[config.mk]
export PLATFORM = sky130hd
export DESIGN_NAME = cssx_core
export DESIGN_NICKNAME = d
export VERILOG_FILES = /design/src/cssx_alu.v /design/src/cssx_dmem.v /design/src/cssx_core.v
export VERILOG_INCLUDE_DIRS = /design/src
export SDC_FILE = /design/constraint.sdc
export NUM_CORES = 1
export LEC_CHECK = 0
export ABC_CLOCK_PERIOD_IN_PS = 8300
export BUFFER_PORTS_ARGS = -buffer_cell sky130_fd_sc_hd__buf_2
export CAP_MARGIN = 25
export CORE_ASPECT_RATIO = 0.8
export CORE_MARGIN = 2
export CORE_UTILIZATION = 60
export CTS_CLUSTER_DIAMETER = 120
export CTS_CLUSTER_SIZE = 12
export DETAILED_ROUTE_END_ITERATION = 6
export PLACE_DENSITY = 0.79
export RECOVER_POWER = 100
export SYNTH_ARGS = -nofsm -noshare
export SYNTH_HDL_FRONTEND = slang
export SYNTH_SLANG_ARGS = --single-unit
[constraint.sdc]
create_clock -name clk_i -period 8.3 [get_ports clk_i]
set_input_delay 1.66 -clock clk_i [delete_from_list [all_inputs] [get_ports clk_i]]
set_output_delay 1.66 -clock clk_i [all_outputs]
set_load 0.01 [all_outputs]
[src/cssx_consts.vh]
// Shared constants for the skip / subtract / swap / xor / table-read core.
// Assumes inclusion by bare name from each design file that needs it.
`ifndef CSSX_CONSTS_VH
`define CSSX_CONSTS_VH

// Operation codes presented on op_code_i
`define CSSX_OP_W 4
`define CSSX_OP_INCR_SKIP_ZERO 4'h0
`define CSSX_OP_INCR_TO_A_SKIP 4'h1
`define CSSX_OP_BIT_SET_SKIP 4'h2
`define CSSX_OP_SUB_MEM 4'h3
`define CSSX_OP_MINUS_TO_MEMORY 4'h4
`define CSSX_OP_SUB_IMM 4'h5
`define CSSX_OP_NIBBLE_FLIP 4'h6
`define CSSX_OP_NIBBLE_FLIP_TO_A 4'h7
`define CSSX_OP_ZERO_SKIP 4'h8
`define CSSX_OP_MOVE_SKIP_ZERO 4'h9
`define CSSX_OP_BIT_CLEAR_SKIP 4'hA
`define CSSX_OP_TABLE_READ_CUR_PAGE 4'hB
`define CSSX_OP_TABLE_READ_LAST_PAGE 4'hC
`define CSSX_OP_XOR_MEM 4'hD
`define CSSX_OP_EXCLUSIVE_OR_TO_MEM 4'hE
`define CSSX_OP_XOR_IMM 4'hF

// Data path widths and fields
`define CSSX_DW 8
`define CSSX_LO_NIB 3:0
`define CSSX_HI_NIB 7:4
`define CSSX_NIB_W 4
`define CSSX_TAB_LO 7:0
`define CSSX_TAB_HI 13:8
`define CSSX_ZERO_BYTE 8'h00
`define CSSX_ONE_BIT 1'b1

// Reset values
`define CSSX_ACC_RST 8'h00
`define CSSX_FLAG_RST 1'b0
`define CSSX_TABLE_HIGH_RST 6'h00

// Machine state codes
`define CSSX_ST_W 2
`define CSSX_ST_EXEC 2'h0
`define CSSX_ST_DUMMY 2'h1
`define CSSX_ST_TABLE 2'h2

`endif

[src/cssx_alu.v]
// Eight-bit adder with carry in, giving carry, nibble carry and signed overflow.
// Assumes the caller pre-inverts the subtrahend and forces carry in for subtracts.
`timescale 1ns/1ns
`default_nettype none
`include "cssx_consts.vh"

module cssx_alu (
    input wire [`CSSX_DW-1:0] a_i,
    input wire [`CSSX_DW-1:0] b_i,
    input wire cin_i,
    output wire [`CSSX_DW-1:0] sum_o,
    output wire c_o,
    output wire ac_o,
    output wire ovf_o
);
    // Low nibble sum, one spare bit for the nibble carry
    wire [`CSSX_NIB_W:0] nib_sum;
    // Full sum, one spare bit for the byte carry
    wire [`CSSX_DW:0] full_sum;

    assign nib_sum = {1'b0, a_i[`CSSX_LO_NIB]} + {1'b0, b_i[`CSSX_LO_NIB]}
                     + {{`CSSX_NIB_W{1'b0}}, cin_i};
    assign full_sum = {1'b0, a_i} + {1'b0, b_i} + {{`CSSX_DW{1'b0}}, cin_i};
    assign sum_o = full_sum[`CSSX_DW-1:0];
    assign c_o = full_sum[`CSSX_DW];
    assign ac_o = nib_sum[`CSSX_NIB_W];
    // Like-signed operands giving an opposite-signed sum
    assign ovf_o = (a_i[`CSSX_DW-1] == b_i[`CSSX_DW-1])
                  & (sum_o[`CSSX_DW-1] != a_i[`CSSX_DW-1]);
endmodule // cssx_alu

`default_nettype wire

[src/cssx_dmem.v]
// Small data memory: one synchronous write port, two combinational read ports.
// Assumes a single clock; contents are not cleared by reset, as in real RAM.
`timescale 1ns/1ns
`default_nettype none
`include "cssx_consts.vh"

module cssx_dmem #(
    parameter AW = 5,
    parameter DEPTH = 32
) (
    input wire clk_i,
    input wire we_i,
    input wire [AW-1:0] waddr_i,
    input wire [`CSSX_DW-1:0] wdata_i,
    input wire [AW-1:0] raddr_i,
    output wire [`CSSX_DW-1:0] rdata_o,
    input wire [AW-1:0] raddr2_i,
    output wire [`CSSX_DW-1:0] rdata2_o
);
    // Storage array
    reg [`CSSX_DW-1:0] mem_r [0:DEPTH-1];

    // Write on the clock edge
    always @(posedge clk_i) begin
        if (we_i) begin
            mem_r[waddr_i] <= wdata_i;
        end
    end

    // Read ports see the old value in a write cycle
    assign rdata_o = mem_r[raddr_i];
    assign rdata2_o = mem_r[raddr2_i];
endmodule // cssx_dmem

`default_nettype wire

[src/cssx_core.v]
// Execution core for skip, subtract, nibble swap, xor and table-read operations.
// Assumes a sequencer on the same clock issues one operation per accepted cycle
// and that program memory answers a table read in the same cycle as the request.
`timescale 1ns/1ns
`default_nettype none
`include "cssx_consts.vh"

module cssx_core #(
    parameter AW = 5,
    parameter DEPTH = 32,
    parameter PM_AW = 10,
    parameter TP_W = 8,
    parameter PW_W = 14
) (
    input wire clk_i,
    input wire srst_i,
    input wire op_valid_i,
    input wire [`CSSX_OP_W-1:0] op_code_i,
    input wire [AW-1:0] op_addr_i,
    input wire [2:0] op_bit_i,
    input wire [`CSSX_DW-1:0] op_imm_i,
    input wire [PM_AW-1:0] pc_i,
    input wire [TP_W-1:0] table_pointer_i,
    input wire [PW_W-1:0] pm_data_i,
    input wire ext_mem_we_i,
    input wire ext_acc_we_i,
    input wire [AW-1:0] ext_addr_i,
    input wire [`CSSX_DW-1:0] ext_wdata_i,
    output reg op_ready_o,
    output reg done_o,
    output reg skip_o,
    output reg dummy_o,
    output reg [`CSSX_DW-1:0] acc_o,
    output reg signed_range_flag_o,
    output reg zero_flag_o,
    output reg aux_carry_o,
    output reg carry_o,
    output reg [PW_W-TP_W-1:0] table_high_byte_o,
    output reg pm_rd_o,
    output reg [PM_AW-1:0] pm_addr_o,
    output reg [`CSSX_DW-1:0] mem_q_o
);
    // Page field of a program address
    // An all-ones page field selects the last program page
    localparam PG_W = PM_AW - TP_W;

    // True when a byte is all zero
    function is_zero;
        input [`CSSX_DW-1:0] v;
        begin
            is_zero = (v == `CSSX_ZERO_BYTE);
        end
    endfunction

    // Machine state
    reg [`CSSX_ST_W-1:0] state_r;
    reg [`CSSX_ST_W-1:0] state_nxt;
    // Data memory address held across a table read
    reg [AW-1:0] tab_addr_r;
    reg [AW-1:0] tab_addr_nxt;
    // Next values of registered outputs
    reg [`CSSX_DW-1:0] acc_nxt;
    reg ovf_nxt;
    reg z_nxt;
    reg ac_nxt;
    reg c_nxt;
    reg skip_nxt;
    reg done_nxt;
    reg ready_nxt;
    reg tab_nxt;
    reg [PM_AW-1:0] pm_addr_nxt;
    reg [PW_W-TP_W-1:0] thb_nxt;
    // Memory write port controls
    reg mem_we;
    reg [AW-1:0] mem_wa;
    reg [`CSSX_DW-1:0] mem_wd;

    // Operation accepted this cycle
    wire take;
    // Operand byte from data memory
    wire [`CSSX_DW-1:0] mem_rd;
    wire [`CSSX_DW-1:0] mem_rd2;
    // Adder hookup
    wire inc_op;
    wire [`CSSX_DW-1:0] alu_a;
    wire [`CSSX_DW-1:0] alu_b;
    wire [`CSSX_DW-1:0] alu_sum;
    wire alu_c;
    wire alu_ac;
    wire alu_ovf;
    // Nibble-exchanged and xor results
    wire [`CSSX_DW-1:0] swapped;
    wire [`CSSX_DW-1:0] xor_mem;
    wire [`CSSX_DW-1:0] xor_imm;
    // Bit picked by the bit tests
    wire sel_bit;

    assign take = op_valid_i & op_ready_o;
    // Increments share the adder but must leave every flag alone
    assign inc_op = (op_code_i == `CSSX_OP_INCR_SKIP_ZERO)
                    | (op_code_i == `CSSX_OP_INCR_TO_A_SKIP);
    // Increment is byte plus zero plus carry in; subtract is acc plus inverse plus one
    assign alu_a = inc_op ? mem_rd : acc_o;
    assign alu_b = inc_op ? `CSSX_ZERO_BYTE
                 : (op_code_i == `CSSX_OP_SUB_IMM) ? ~op_imm_i : ~mem_rd;
    assign swapped = {mem_rd[`CSSX_LO_NIB], mem_rd[`CSSX_HI_NIB]};
    assign xor_mem = acc_o ^ mem_rd;
    assign xor_imm = acc_o ^ op_imm_i;
    assign sel_bit = mem_rd[op_bit_i];

    // Shared adder for increments and subtracts
    cssx_alu u_alu (
        .a_i(alu_a),
        .b_i(alu_b),
        .cin_i(`CSSX_ONE_BIT),
        .sum_o(alu_sum),
        .c_o(alu_c),
        .ac_o(alu_ac),
        .ovf_o(alu_ovf)
    );

    // Data memory; second read port serves the observation output
    cssx_dmem #(
        .AW(AW),
        .DEPTH(DEPTH)
    ) u_dmem (
        .clk_i(clk_i),
        .we_i(mem_we),
        .waddr_i(mem_wa),
        .wdata_i(mem_wd),
        .raddr_i(op_addr_i),
        .rdata_o(mem_rd),
        .raddr2_i(ext_addr_i),
        .rdata2_o(mem_rd2)
    );

    // Decode and execute
    always @* begin
        state_nxt = state_r;
        tab_addr_nxt = tab_addr_r;
        acc_nxt = acc_o;
        ovf_nxt = signed_range_flag_o;
        z_nxt = zero_flag_o;
        ac_nxt = aux_carry_o;
        c_nxt = carry_o;
        skip_nxt = 1'b0;
        done_nxt = 1'b0;
        ready_nxt = op_ready_o;
        tab_nxt = 1'b0;
        pm_addr_nxt = pm_addr_o;
        thb_nxt = table_high_byte_o;
        mem_we = 1'b0;
        mem_wa = op_addr_i;
        mem_wd = alu_sum;
        case (state_r)
            `CSSX_ST_EXEC: begin
                if (take) begin
                    done_nxt = 1'b1;
                    case (op_code_i)
                        `CSSX_OP_INCR_SKIP_ZERO: begin
                            mem_we = 1'b1;
                            skip_nxt = is_zero(alu_sum);
                        end
                        `CSSX_OP_INCR_TO_A_SKIP: begin
                            acc_nxt = alu_sum;
                            skip_nxt = is_zero(alu_sum);
                        end
                        `CSSX_OP_BIT_SET_SKIP: begin
                            skip_nxt = sel_bit;
                        end
                        `CSSX_OP_SUB_MEM, `CSSX_OP_SUB_IMM: begin
                            acc_nxt = alu_sum;
                            ovf_nxt = alu_ovf;
                            z_nxt = is_zero(alu_sum);
                            ac_nxt = alu_ac;
                            c_nxt = alu_c;
                        end
                        `CSSX_OP_MINUS_TO_MEMORY: begin
                            mem_we = 1'b1;
                            ovf_nxt = alu_ovf;
                            z_nxt = is_zero(alu_sum);
                            ac_nxt = alu_ac;
                            c_nxt = alu_c;
                        end
                        `CSSX_OP_NIBBLE_FLIP: begin
                            mem_we = 1'b1;
                            mem_wd = swapped;
                        end
                        `CSSX_OP_NIBBLE_FLIP_TO_A: begin
                            acc_nxt = swapped;
                        end
                        `CSSX_OP_ZERO_SKIP: begin
                            skip_nxt = is_zero(mem_rd);
                        end
                        `CSSX_OP_MOVE_SKIP_ZERO: begin
                            acc_nxt = mem_rd;
                            skip_nxt = is_zero(mem_rd);
                        end
                        `CSSX_OP_BIT_CLEAR_SKIP: begin
                            skip_nxt = ~sel_bit;
                        end
                        `CSSX_OP_TABLE_READ_CUR_PAGE: begin
                            // Page bits of the running program counter
                            pm_addr_nxt = {pc_i[PM_AW-1:TP_W], table_pointer_i};
                            tab_nxt = 1'b1;
                            done_nxt = 1'b0;
                            ready_nxt = 1'b0;
                            tab_addr_nxt = op_addr_i;
                            state_nxt = `CSSX_ST_TABLE;
                        end
                        `CSSX_OP_TABLE_READ_LAST_PAGE: begin
                            // Highest page, whatever the program counter says
                            pm_addr_nxt = {{PG_W{1'b1}}, table_pointer_i};
                            tab_nxt = 1'b1;
                            done_nxt = 1'b0;
                            ready_nxt = 1'b0;
                            tab_addr_nxt = op_addr_i;
                            state_nxt = `CSSX_ST_TABLE;
                        end
                        `CSSX_OP_XOR_MEM: begin
                            acc_nxt = xor_mem;
                            z_nxt = is_zero(xor_mem);
                        end
                        `CSSX_OP_EXCLUSIVE_OR_TO_MEM: begin
                            mem_we = 1'b1;
                            mem_wd = xor_mem;
                            z_nxt = is_zero(xor_mem);
                        end
                        `CSSX_OP_XOR_IMM: begin
                            acc_nxt = xor_imm;
                            z_nxt = is_zero(xor_imm);
                        end
                        default: begin
                            done_nxt = 1'b1;
                        end
                    endcase
                    // Taken skip throws away the prefetch and costs one dummy cycle
                    if (skip_nxt) begin
                        ready_nxt = 1'b0;
                        state_nxt = `CSSX_ST_DUMMY;
                    end
                end else begin
                    // Side-door loads only when no operation is accepted
                    // Lets the bench preset operands with no load operation
                    if (ext_acc_we_i) begin
                        acc_nxt = ext_wdata_i;
                    end
                    if (ext_mem_we_i) begin
                        mem_we = 1'b1;
                        mem_wa = ext_addr_i;
                        mem_wd = ext_wdata_i;
                    end
                end
            end
            `CSSX_ST_DUMMY: begin
                // Dummy cycle over; the correct next operation may be issued
                ready_nxt = 1'b1;
                state_nxt = `CSSX_ST_EXEC;
            end
            `CSSX_ST_TABLE: begin
                // Program word arrives now; split it between memory and high byte
                mem_we = 1'b1;
                mem_wa = tab_addr_r;
                // Word must already stand on pm_data_i in this cycle
                mem_wd = pm_data_i[`CSSX_TAB_LO];
                thb_nxt = pm_data_i[`CSSX_TAB_HI];
                done_nxt = 1'b1;
                ready_nxt = 1'b1;
                state_nxt = `CSSX_ST_EXEC;
            end
            default: begin
                // Unused code recovers to execute
                ready_nxt = 1'b1;
                state_nxt = `CSSX_ST_EXEC;
            end
        endcase
    end

    // State and output registers
    always @(posedge clk_i) begin
        if (srst_i) begin
            // Memory contents survive reset; only registers clear
            state_r <= `CSSX_ST_EXEC;
            tab_addr_r <= {AW{1'b0}};
            op_ready_o <= 1'b1;
            done_o <= 1'b0;
            skip_o <= 1'b0;
            dummy_o <= 1'b0;
            acc_o <= `CSSX_ACC_RST;
            signed_range_flag_o <= `CSSX_FLAG_RST;
            zero_flag_o <= `CSSX_FLAG_RST;
            aux_carry_o <= `CSSX_FLAG_RST;
            carry_o <= `CSSX_FLAG_RST;
            table_high_byte_o <= `CSSX_TABLE_HIGH_RST;
            pm_rd_o <= 1'b0;
            pm_addr_o <= {PM_AW{1'b0}};
            mem_q_o <= `CSSX_ZERO_BYTE;
        end else begin
            state_r <= state_nxt;
            tab_addr_r <= tab_addr_nxt;
            // Without a skip or table read, ready stays high: one cycle per operation
            op_ready_o <= ready_nxt;
            done_o <= done_nxt;
            skip_o <= skip_nxt;
            dummy_o <= skip_nxt;
            acc_o <= acc_nxt;
            signed_range_flag_o <= ovf_nxt;
            zero_flag_o <= z_nxt;
            aux_carry_o <= ac_nxt;
            carry_o <= c_nxt;
            table_high_byte_o <= thb_nxt;
            pm_rd_o <= tab_nxt;
            pm_addr_o <= pm_addr_nxt;
            // Registered view of the observed memory byte
            mem_q_o <= mem_rd2;
        end
    end
endmodule // cssx_core

`default_nettype wire

[After elaboration in Yosys (flattened, before gate mapping)]
Memories as Yosys holds them, arrays and structs flattened. A register that Yosys moved wholly into a read port is not among the register bits.
Index checks and enable logic that the tools add are counted.
Cells by class
  order comparisons: 1
  $add $sub $neg: 4
  reductions and logical operators: 25
  equality and inequality tests: 19
  bitwise logic cells: 10
  mux-type cells: 34
Operators by type and width (number)
  8-bit 2-to-1 mux: 7
  8-bit one-hot mux with 5 select lines: 1
  4-bit == test, second input constant: 8
  8-bit zero test: 4
  8-bit one-hot mux with 2 select lines: 2
  10-bit one-hot mux with 2 select lines: 1
  4-bit by 3-bit == test with 1-bit output, second input constant: 4
  8-bit NOT: 2
  8-bit bitwise XOR: 2
  3-bit AND reduction: 5
  1-bit 2-to-1 mux: 13
  5-bit 2-to-1 mux: 2
  5-bit one-hot mux with 2 select lines: 1
  2-bit OR reduction: 5
  8-bit by 8-bit adder with 9-bit output: 1
  9-bit by 1-bit adder with 9-bit output, second input constant: 1
  3-bit OR reduction: 3
  4-bit by 2-bit == test with 1-bit output, second input constant: 2
  6-bit by 2-bit inequality test with 1-bit output, second input constant: 1
  2-bit nonzero test: 3
  4-bit by 4-bit adder with 5-bit output: 1
  5-bit by 1-bit adder with 5-bit output, second input constant: 1
  4-bit by 1-bit == test with 1-bit output, second input constant: 1
  4-bit zero test: 1
  16 further kinds: 21
Storage, ports and cells
  memories kept: 1
  output and inout port bits: 41
  memory bits (writable): 256
  word-level logic and storage cells: 107
  input bits: 70
  register bits after elaboration: 39
Memory list
  u_dmem.mem_r: words 32, width 8, rd ports 2, clocked after Yosys merged registers in 1, wr ports 1, RTL line cssx_dmem.v:21  | reg [`CSSX_DW-1:0] mem_r [0:DEPTH-1];

[Depth between registers and ports, before layout]
Gate-level depths: netlist of run 1.
An unclocked memory read counts as a cell.
  word-level depth: 12
  gate-level depth with buffers: 23
  gate-level depth less buffers: 18

[Cells and area by module]
A second synthesis of run 1 with hierarchy kept.
Unflattened totals
  cells, all modules: 968
  area, all modules: 15376.0 um^2
By module, submodules not included
  cssx_dmem: area each 11887.7 um^2, instances 1, cells each 516, sequential area each 7687.4 um^2
  cssx_core: area each 3164.3 um^2, instances 1, cells each 415, sequential area each 940.9 um^2
  cssx_alu: area each 324.1 um^2, instances 1, cells each 37, sequential area each 0.0 um^2

[Worst setup path before layout of run 1]
No wires, ideal clock.
  path type: input-to-reg
  start: input port op_addr_i[1]
  end: memory u_dmem.mem_r[0][7] in the netlist's numbering (data pin)
  setup slack: 1.248 ns
  setup time: 0.467 ns
  buffers on the path: 2
  stages on the path: 17
  arrival time: 6.585 ns
  required time: 7.833 ns
  path through: buf_6 > buf_4 > mux4_2 > mux4_2 > a21oi_4 > a21oi_1 > nor2_1 > ha_1 > nor2b_1 > o21ai_0 > a21boi_0 > o31ai_1 > a21oi_1 > xor2_1 > mux2_2 > o22ai_1 > o31ai_1
On the way
  word-level cells in the longest chain between the ends: 9
  elaborated cells on any way between the ends: 12
  those cells by class: add/sub: 2; mux: 7; bitwise: 2; memory: 1
RTL lines
  from (decl): RTL line cssx_core.v:19  | input wire [AW-1:0] op_addr_i,
  memory 32 x 8 bit *
  8-bit NOT: RTL line cssx_core.v:105  | : (op_code_i == `CSSX_OP_SUB_IMM) ? ~op_imm_i : ~mem_rd;
  8-bit 2-to-1 mux: RTL line cssx_core.v:105
  8-bit 2-to-1 mux: RTL line cssx_core.v:104  | assign alu_b = inc_op ? `CSSX_ZERO_BYTE
  8-bit by 8-bit adder with 9-bit output: RTL line cssx_alu.v:23  | assign full_sum = {1'b0, a_i} + {1'b0, b_i} + {{`CSSX_DW{1'b0}}, cin_i};
  9-bit by 1-bit adder with 9-bit output: RTL line cssx_alu.v:23
  8-bit one-hot mux with 2 select lines or 8-bit 2-to-1 mux (tied branches): RTL line cssx_core.v:159, cssx_core.v:248
  8-bit 2-to-1 mux: RTL line cssx_core.v:157  | if (take) begin
  8-bit one-hot mux with 2 select lines *: RTL line cssx_core.v:155  | case (state_r)
  named net mem_wd[7]: RTL line cssx_core.v:76  | reg [`CSSX_DW-1:0] mem_wd;
  to (decl): RTL line cssx_dmem.v:21
Mark *: on every way through the listed nets, which the timed path passes. The rest lies on a longest branch.

[Worst setup path after layout of run 1]
  start: input port op_addr_i[2]
  end: register dummy_o
On the way
  word-level cells in the longest chain between the ends: 10
  elaborated cells on any way between the ends: 15
  those cells by class: add/sub: 2; mux: 8; bitwise: 2; reduce/logical: 2; memory: 1
RTL lines
  memory 32 x 8 bit *
  8-bit NOT: RTL line cssx_core.v:105
  8-bit 2-to-1 mux: RTL line cssx_core.v:105
  8-bit 2-to-1 mux: RTL line cssx_core.v:104
  8-bit by 8-bit adder with 9-bit output: RTL line cssx_alu.v:23
  9-bit by 1-bit adder with 9-bit output: RTL line cssx_alu.v:23
  8-bit zero test (no source line)
  1-bit one-hot mux with 4 select lines *: RTL line cssx_core.v:159  | case (op_code_i)
  1-bit 2-to-1 mux *: RTL line cssx_core.v:157
  1-bit 2-to-1 mux *: RTL line cssx_core.v:155
  to (signal assigned): RTL line cssx_core.v:305  | dummy_o <= skip_nxt;
  to (decl): RTL line cssx_core.v:32  | output reg dummy_o,
Mark *: on every way between the ends. The rest lies on a longest branch, timed or not. The select of a mux whose other input is x is not followed.
A chain may end at the register's enable or synchronous reset.

==> impl_metrics.env, run 1 <==
export IMPL_run_status="finished, violations left"
export IMPL_failed_checks="capacitance limit, slew limit"
export IMPL_viasPerCell=6.940
export IMPL_synthArstFlopShare=0
export IMPL_fin_crit_ns=7.673
export IMPL_io_buffers=102
export IMPL_worstSetupStartpoint="op_addr_i[2]"
export IMPL_drt_pass1_iterations=6
export IMPL_clock_latency_ns=0.57
export IMPL_fin_hold_ws_ns=0.4513
export IMPL_hold_buffers=0
export IMPL_setup_tns_ns=0
export IMPL_dieArea_mm2=0.02743
export IMPL_final_cell_mix="edfxtp_1, nor2_1, mux4_2, mux2i_1, nand2_1"
export IMPL_worstSetupStartpointType="input pin"
export IMPL_yosysUniqueCellTypes=66
export IMPL_cap_violations=3
export IMPL_yosysWarnings=0
export IMPL_yosys_most_used_dff="edfxtp_1"
export IMPL_power_leakage_uw=0.005815
export IMPL_timing_fmax_mhz=130.3
export IMPL_synthesis_area_mm2=0.01567
export IMPL_yosysSeqAreaShare=0.5506
export IMPL_fin_crit_sh=0.9245
export IMPL_clock_skew_ns=0.01770
export IMPL_final_nets=1304
export IMPL_numCtsBuffers=29
export IMPL_ff_latch_area_mm2=0.008628
export IMPL_rrSetupSlack_ns=2.48
export IMPL_ant_nets=0
export IMPL_synth_edf_count=256
export IMPL_synth_fp_nets=1226
export IMPL_grt_pass1_vias=10680
export IMPL_cp_endpoint="dummy_o"
export IMPL_std_cell_rows=52
export IMPL_r2r_cells=17
export IMPL_via_count=11100
export IMPL_setup_violations_final=0
export IMPL_tritoncts="built"
export IMPL_grt_first_pass_wirelength_um=65440
export IMPL_multi_input_area_mm2=0.006649
export IMPL_worstPathCellList="clkbuf_1 > nor2b_1 > a22oi_1 > nand3_1 > nand4_1 > mux2i_1 > ha_1 > inv_1 > fa_1 > a21o_1 > a21oi_1 > xnor2_1 > or4b_2 > nor3_1 > nand3_1 > nor2_1 > nor2_1 > a211oi_1"
export IMPL_drt_iter0_drc=1460
export IMPL_ir_worst_vdd_mv=0.2018
export IMPL_cp_top_family="simple AND/OR/NAND/NOR gates"
export IMPL_area_delta_synth_final_pct=10.15
export IMPL_track_usage=0.3283
export IMPL_total_power_uw=3746
export IMPL_crit_fanout=18
export IMPL_cts_buffer_depth=3
export IMPL_cp_data_arrival_time_ns=8.06
export IMPL_rsz0062_at_grt="no"
export IMPL_timing_rr_start="u_dmem.mem_r[10][1]"
export IMPL_die_w_um=184.7
export IMPL_critical_path_required_ns=8.69
export IMPL_htreeDepth=1
export IMPL_critical_path_buf_inv_count=2
export IMPL_globalRoute_totalOverflow=0
export IMPL_drt_total_wl_um=44800
export IMPL_p_per_area_mw_per_mm2=217.0
export IMPL_final_common_cell="edfxtp_1"
export IMPL_avgSynthCellArea_um2=13.67
export IMPL_r2r_end="u_dmem.mem_r[5][7]"
export IMPL_drv_slew=111
export IMPL_hpwl_um=30450
export IMPL_hold_viol=0
export IMPL_cts_sinks=303
export IMPL_finalWeightedCongestion=0.9640
export IMPL_die_h_um=148.5
export IMPL_core_area_mm2=0.02550
export IMPL_start_util=0.6144
export IMPL_relSlewSlack=-1.640
export IMPL_synth_cells=1146
export IMPL_clkTransAtPathRegs_ns=0.06
export IMPL_cts_root_buffer="clkbuf_16"
export IMPL_fillers=1800
export IMPL_critPathCaptureType="register"
export IMPL_antenna_found_initial=2
export IMPL_synth_seq_cells=303
export IMPL_crit_slowest_cell="nor2b_1"
export IMPL_min_path_type="register to register"
export IMPL_final_layout_size_suffix_gt1_frac=0.1893
export IMPL_io_pins=111
export IMPL_cp_depth=18
export IMPL_crit_type="input pin to register"
export IMPL_wire_per_inst_um=28.00
export IMPL_tightest_slew_ns=3.960
export IMPL_cts_resized=0
export IMPL_drc=0
export IMPL_post_cts_buffers=0
export IMPL_slowest_delay_ns=0.82
export IMPL_grt_max_degree=66
[worst register-to-register path, delay by kind of cell, from the launching register on]
family | cells | cell delay (ns)
fa+ha+maj | 1 | 0.27
buf+inv | 1 | 0.57
compound gates | 8 | 1.95
flops | 1 | 0.41
mux | 3 | 1.33
xor+xnor | 1 | 0.50
simple gates | 3 | 0.50
[cell families after synthesis]
logic type	Yosys count	synth area share
DFF	303	0.5506
xor gates and xnor gates	29	0.01621
muxes	204	0.2203
buffers and inverters	94	0.02811
adders and majority gates	10	0.008464
and+or+nand+nor	296	0.08576
AOI/OAI and AO/OA	210	0.09055
[worst min path at each step]
stage                                     from              endpoint  slack, ns  cells past startpoint
after detailed placement          pm_addr_o[0]          pm_addr_o[0]       0.45                      2
final                             pm_addr_o[0]          pm_addr_o[0]       0.45                      2
after CTS                         pm_addr_o[0]          pm_addr_o[0]       0.45                      2
after floorplan                  tab_addr_r[0]         tab_addr_r[0]       0.44                      2
after global placement    table_high_byte_o[5]  table_high_byte_o[5]       0.44                      2
after global routing      table_high_byte_o[4]  table_high_byte_o[4]       0.48                      2
[flip-flops by register name, indices dropped and copies added (netlist names), 2 cells and up]
register / flops
state_r: 2
pm_addr_o: 10
u_dmem.mem_r: 256
acc_o: 8
tab_addr_r: 5
table_high_byte_o: 6
mem_q_o: 8
[metrics by stage]
stage | std cells | instance area (um2) | setup WS [ns] | utilization
finish | 1600 | 17260 | 0.6269 | 0.6768
global route | 1599 | 17260 | 0.5625 | 0.6767
CTS | 1597 | 17330 | 1.403 | 0.6795
detailed placement | 1543 | 16490 | 0.8519 | 0.6464
global placement | 1543 | 16490 | 0.9624 | 0.6464
floorplan | 1146 | 15670 | 1.248 | -
[cells in the mapped netlist, drive strengths merged (8+ instances only)]
| library cell | n | area (um2) |
|---|---|---|
| edfxtp | 256 | 7687 |
| nor2 | 116 | 435.4 |
| mux4 | 109 | 2485 |
| mux2i | 92 | 933.4 |
| nand2 | 89 | 334.1 |
| a21oi | 61 | 316.6 |
| clkbuf | 50 | 187.7 |
| dfxtp | 47 | 940.9 |
| a22oi | 40 | 300.3 |
| buf | 35 | 219.0 |
| o21ai | 28 | 140.1 |
| a211oi | 18 | 140.1 |
| nand3 | 18 | 90.09 |
| nor3 | 15 | 75.07 |
| xor2 | 15 | 131.4 |
| xnor2 | 14 | 122.6 |
| nand2b | 11 | 68.82 |
| a221oi | 10 | 87.58 |
| ha | 9 | 112.6 |
| inv | 9 | 33.78 |
| nor2b | 8 | 57.55 |
[per-layer routing]
metal	vias up	wire, um	global-route usage
met3	98	6597	0.1286
li1	4680	-	-
met5	-	0	0
met1	5527	16720	0.4551
met2	799	20320	0.4940
met4	0	1161	0.08254
[power by group]
| part | total, uW | internal [uW] | leakage, uW | switching (uW) |
|---|---|---|---|---|
| clock | 1220 | 661 | 0.000400 | 561 |
| combinational | 696 | 230 | 0.00273 | 466 |
| sequential | 1830 | 1800 | 0.00269 | 22.9 |
[cell type report]
| class | instances | share of cell area |
|---|---|---|
| repair buffers | 132 | 0.03835 |
| flip-flops and latches | 303 | 0.4999 |
| inverters | 9 | 0.001957 |
| clock buffers | 52 | 0.04705 |
| clock inverters | 2 | 0.001812 |
| diodes | 2 | 0.0002900 |
| multi-input cells | 749 | 0.3852 |
| well taps | 351 | 0.02544 |
Note: power is estimated with default switching activity, not from simulation.
==> inputs of run 2 (changes only) <==
- ABC_CLOCK_PERIOD_IN_PS: 8300 -> 8400
- clock period: 8.3 -> 8.4 ns (I/O delays scaled with it)
==> impl_metrics.env, run 2 (synthesis results as in run 1) <==
export IMPL_area_delta_synth_final_pct=10.03
export IMPL_drt_iter0_drc=1640
export IMPL_run_status="finished, violations left"
export IMPL_reg_top3="u_dmem.mem_r (256), pm_addr_o (10)"
export IMPL_wl_met2_um=19660
export IMPL_fin_util=0.6760
export IMPL_worstSetupStartpointType="input pin"
export IMPL_cp_data_arrival_time_ns=7.79
export IMPL_p_per_area_mw_per_mm2=214.1
export IMPL_fin_crit_sh=0.8880
export IMPL_final_common_cell="edfxtp_1"
export IMPL_final_layout_size_suffix_gt1_frac=0.1875
export IMPL_power_leakage_uw=0.005815
export IMPL_ir_worst_vdd_mv=0.2024
export IMPL_cts_resized=0
export IMPL_timing_fmax_mhz=134.1
export IMPL_r2r_cells=17
export IMPL_largest_reg_flops=256
export IMPL_clock_latency_ns=0.58
export IMPL_antenna_found_initial=0
export IMPL_rsz0062_at_grt="no"
export IMPL_fin_ws_ns=0.9410
export IMPL_regMostFlops="u_dmem.mem_r"
export IMPL_tightest_slew_ns=4.148
export IMPL_stdcell_area_mm2=0.01724
export IMPL_final_cell_mix="edfxtp_1, nor2_1, mux4_2, mux2i_1, nand2_1"
export IMPL_critical_path_required_ns=8.73
export IMPL_numCtsBuffers=29
export IMPL_viasPerCell=6.995
export IMPL_hpwl_um=30120
export IMPL_tritoncts="built"
export IMPL_finalWeightedCongestion=0.9618
export IMPL_wl_met3_um=6131
export IMPL_p_int_uw=2660
export IMPL_netSwitchingPower_uw=1032
export IMPL_hold_viol=0
export IMPL_crit_type="input pin to register"
export IMPL_crit_fanout=42
export IMPL_clkTransAtPathRegs_ns=0.06
export IMPL_post_cts_buffers=0
export IMPL_grt_max_degree=66
export IMPL_dpl_cell_area_mm2=0.01651
export IMPL_cts_sinks=303
export IMPL_hold_path_depth=2
export IMPL_via_count=11190
export IMPL_globalRoute_totalOverflow=0
export IMPL_start_util=0.6144
export IMPL_clock_skew_ns=0.03295
export IMPL_grt_pass1_vias=10640
export IMPL_min_path_type="register to register"
export IMPL_place_inst=1544
export IMPL_track_usage=0.3274
export IMPL_power_frac_seq=0.489
export IMPL_die_h_um=148.5
export IMPL_final_nets=1305
export IMPL_setup_violations_final=0
export IMPL_p_clk_frac=0.326
export IMPL_dp_slack_ns=1.075
export IMPL_drc=0
export IMPL_cap_violations=5
export IMPL_drv_slew=159
export IMPL_swShare=0.2796
export IMPL_cts_buffer_depth=3
export IMPL_fillers=1798
export IMPL_failed_checks="capacitance limit, slew limit"
export IMPL_multi_input_area_mm2=0.006618
export IMPL_relSlewSlack=-1.765
export IMPL_wl_met1_um=17040
export IMPL_top_layer="met4"
export IMPL_drt_pass1_iterations=6
export IMPL_hold_buffers=0
export IMPL_htreeDepth=1
export IMPL_dieArea_mm2=0.02743
export IMPL_std_cell_rows=52
export IMPL_grt_first_pass_wirelength_um=65800
export IMPL_fin_crit_ns=7.459
export IMPL_core_area_mm2=0.02550
export IMPL_die_w_um=184.7
export IMPL_setup_tns_ns=0
export IMPL_cts_root_buffer="clkbuf_16"
export IMPL_p_comb_frac=0.185
export IMPL_io_buffers=102
export IMPL_critPathCaptureType="register"
export IMPL_io_pins=111
export IMPL_ff_latch_area_mm2=0.008628
export IMPL_ant_nets=0
export IMPL_drt_total_wl_um=44170
export IMPL_instances_no_fill=1600
export IMPL_wire_per_inst_um=27.61
[run 2: changes by cell type in the layout (fill, tap and decap cells not counted), sizes merged]
cell	delta
clkinv	+2
diode	-1
inv	-1
[run 2: power by group through the flow]
stage          sequential, uW  clock, uW  combinational, uW
6_report                 1810       1200                683
5_1_grt                  1810       1270                727
4_1_cts                  1800       1210                677
3_5_place_dp             1830          0                675
3_3_place_gp             1830          0                661
2_1_floorplan            1840          0                421
[run 2: worst max-delay path, stage by stage]
cell	delay, ns
buf_6	0.40
buf_4	0.48
clkbuf_1	0.68
mux4_2	0.60
mux4_2	0.50
mux2i_1	0.67
a21oi_1	0.17
ha_1	0.41
o21a_1	0.15
o31ai_1	0.10
a21oi_1	0.30
xor2_1	0.58
mux2_2	0.29
o22ai_1	0.11
o31ai_4	0.20
buf_4	0.35
[run 2: path summary, 6_finish.rpt]
| check | slack, ns | end | startpoint |
|---|---|---|---|
| setup / recovery | 0.94 | u_dmem.mem_r[2][7] | op_addr_i[1] |
| hold / removal | 0.46 | pm_addr_o[2] | pm_addr_o[2] |
| setup reg to reg | 2.23 | u_dmem.mem_r[2][7] | u_dmem.mem_r[2][1] |
| hold reg to reg | 0.46 | pm_addr_o[2] | pm_addr_o[2] |
[run 2: routing by layer]
layer	vias up	global-route usage
li1	4684	-
met1	5562	0.4810
met2	841	0.4827
met3	105	0.09574
met4	0	0.09246
met5	-	0
[run 2: cell type report]
class                   instances  share of cell area
flip-flops and latches        303              0.5004
multi-input cells             749              0.3838
clock buffers                  51             0.04688
repair buffers                133             0.03933
well taps                     351             0.02547
clock inverters                 3            0.001959
inverters                       9            0.001959
diodes                          1           0.0001451
[run 2: per-stage QoR]
stage	total power, uW	hold WS, ns
2_1_floorplan	2257	0.4361
3_3_place_gp	2490	0.4394
3_5_place_dp	2505	0.4441
4_1_cts	3682	0.4557
5_1_grt	3803	0.4744
6_report	3692	0.4572
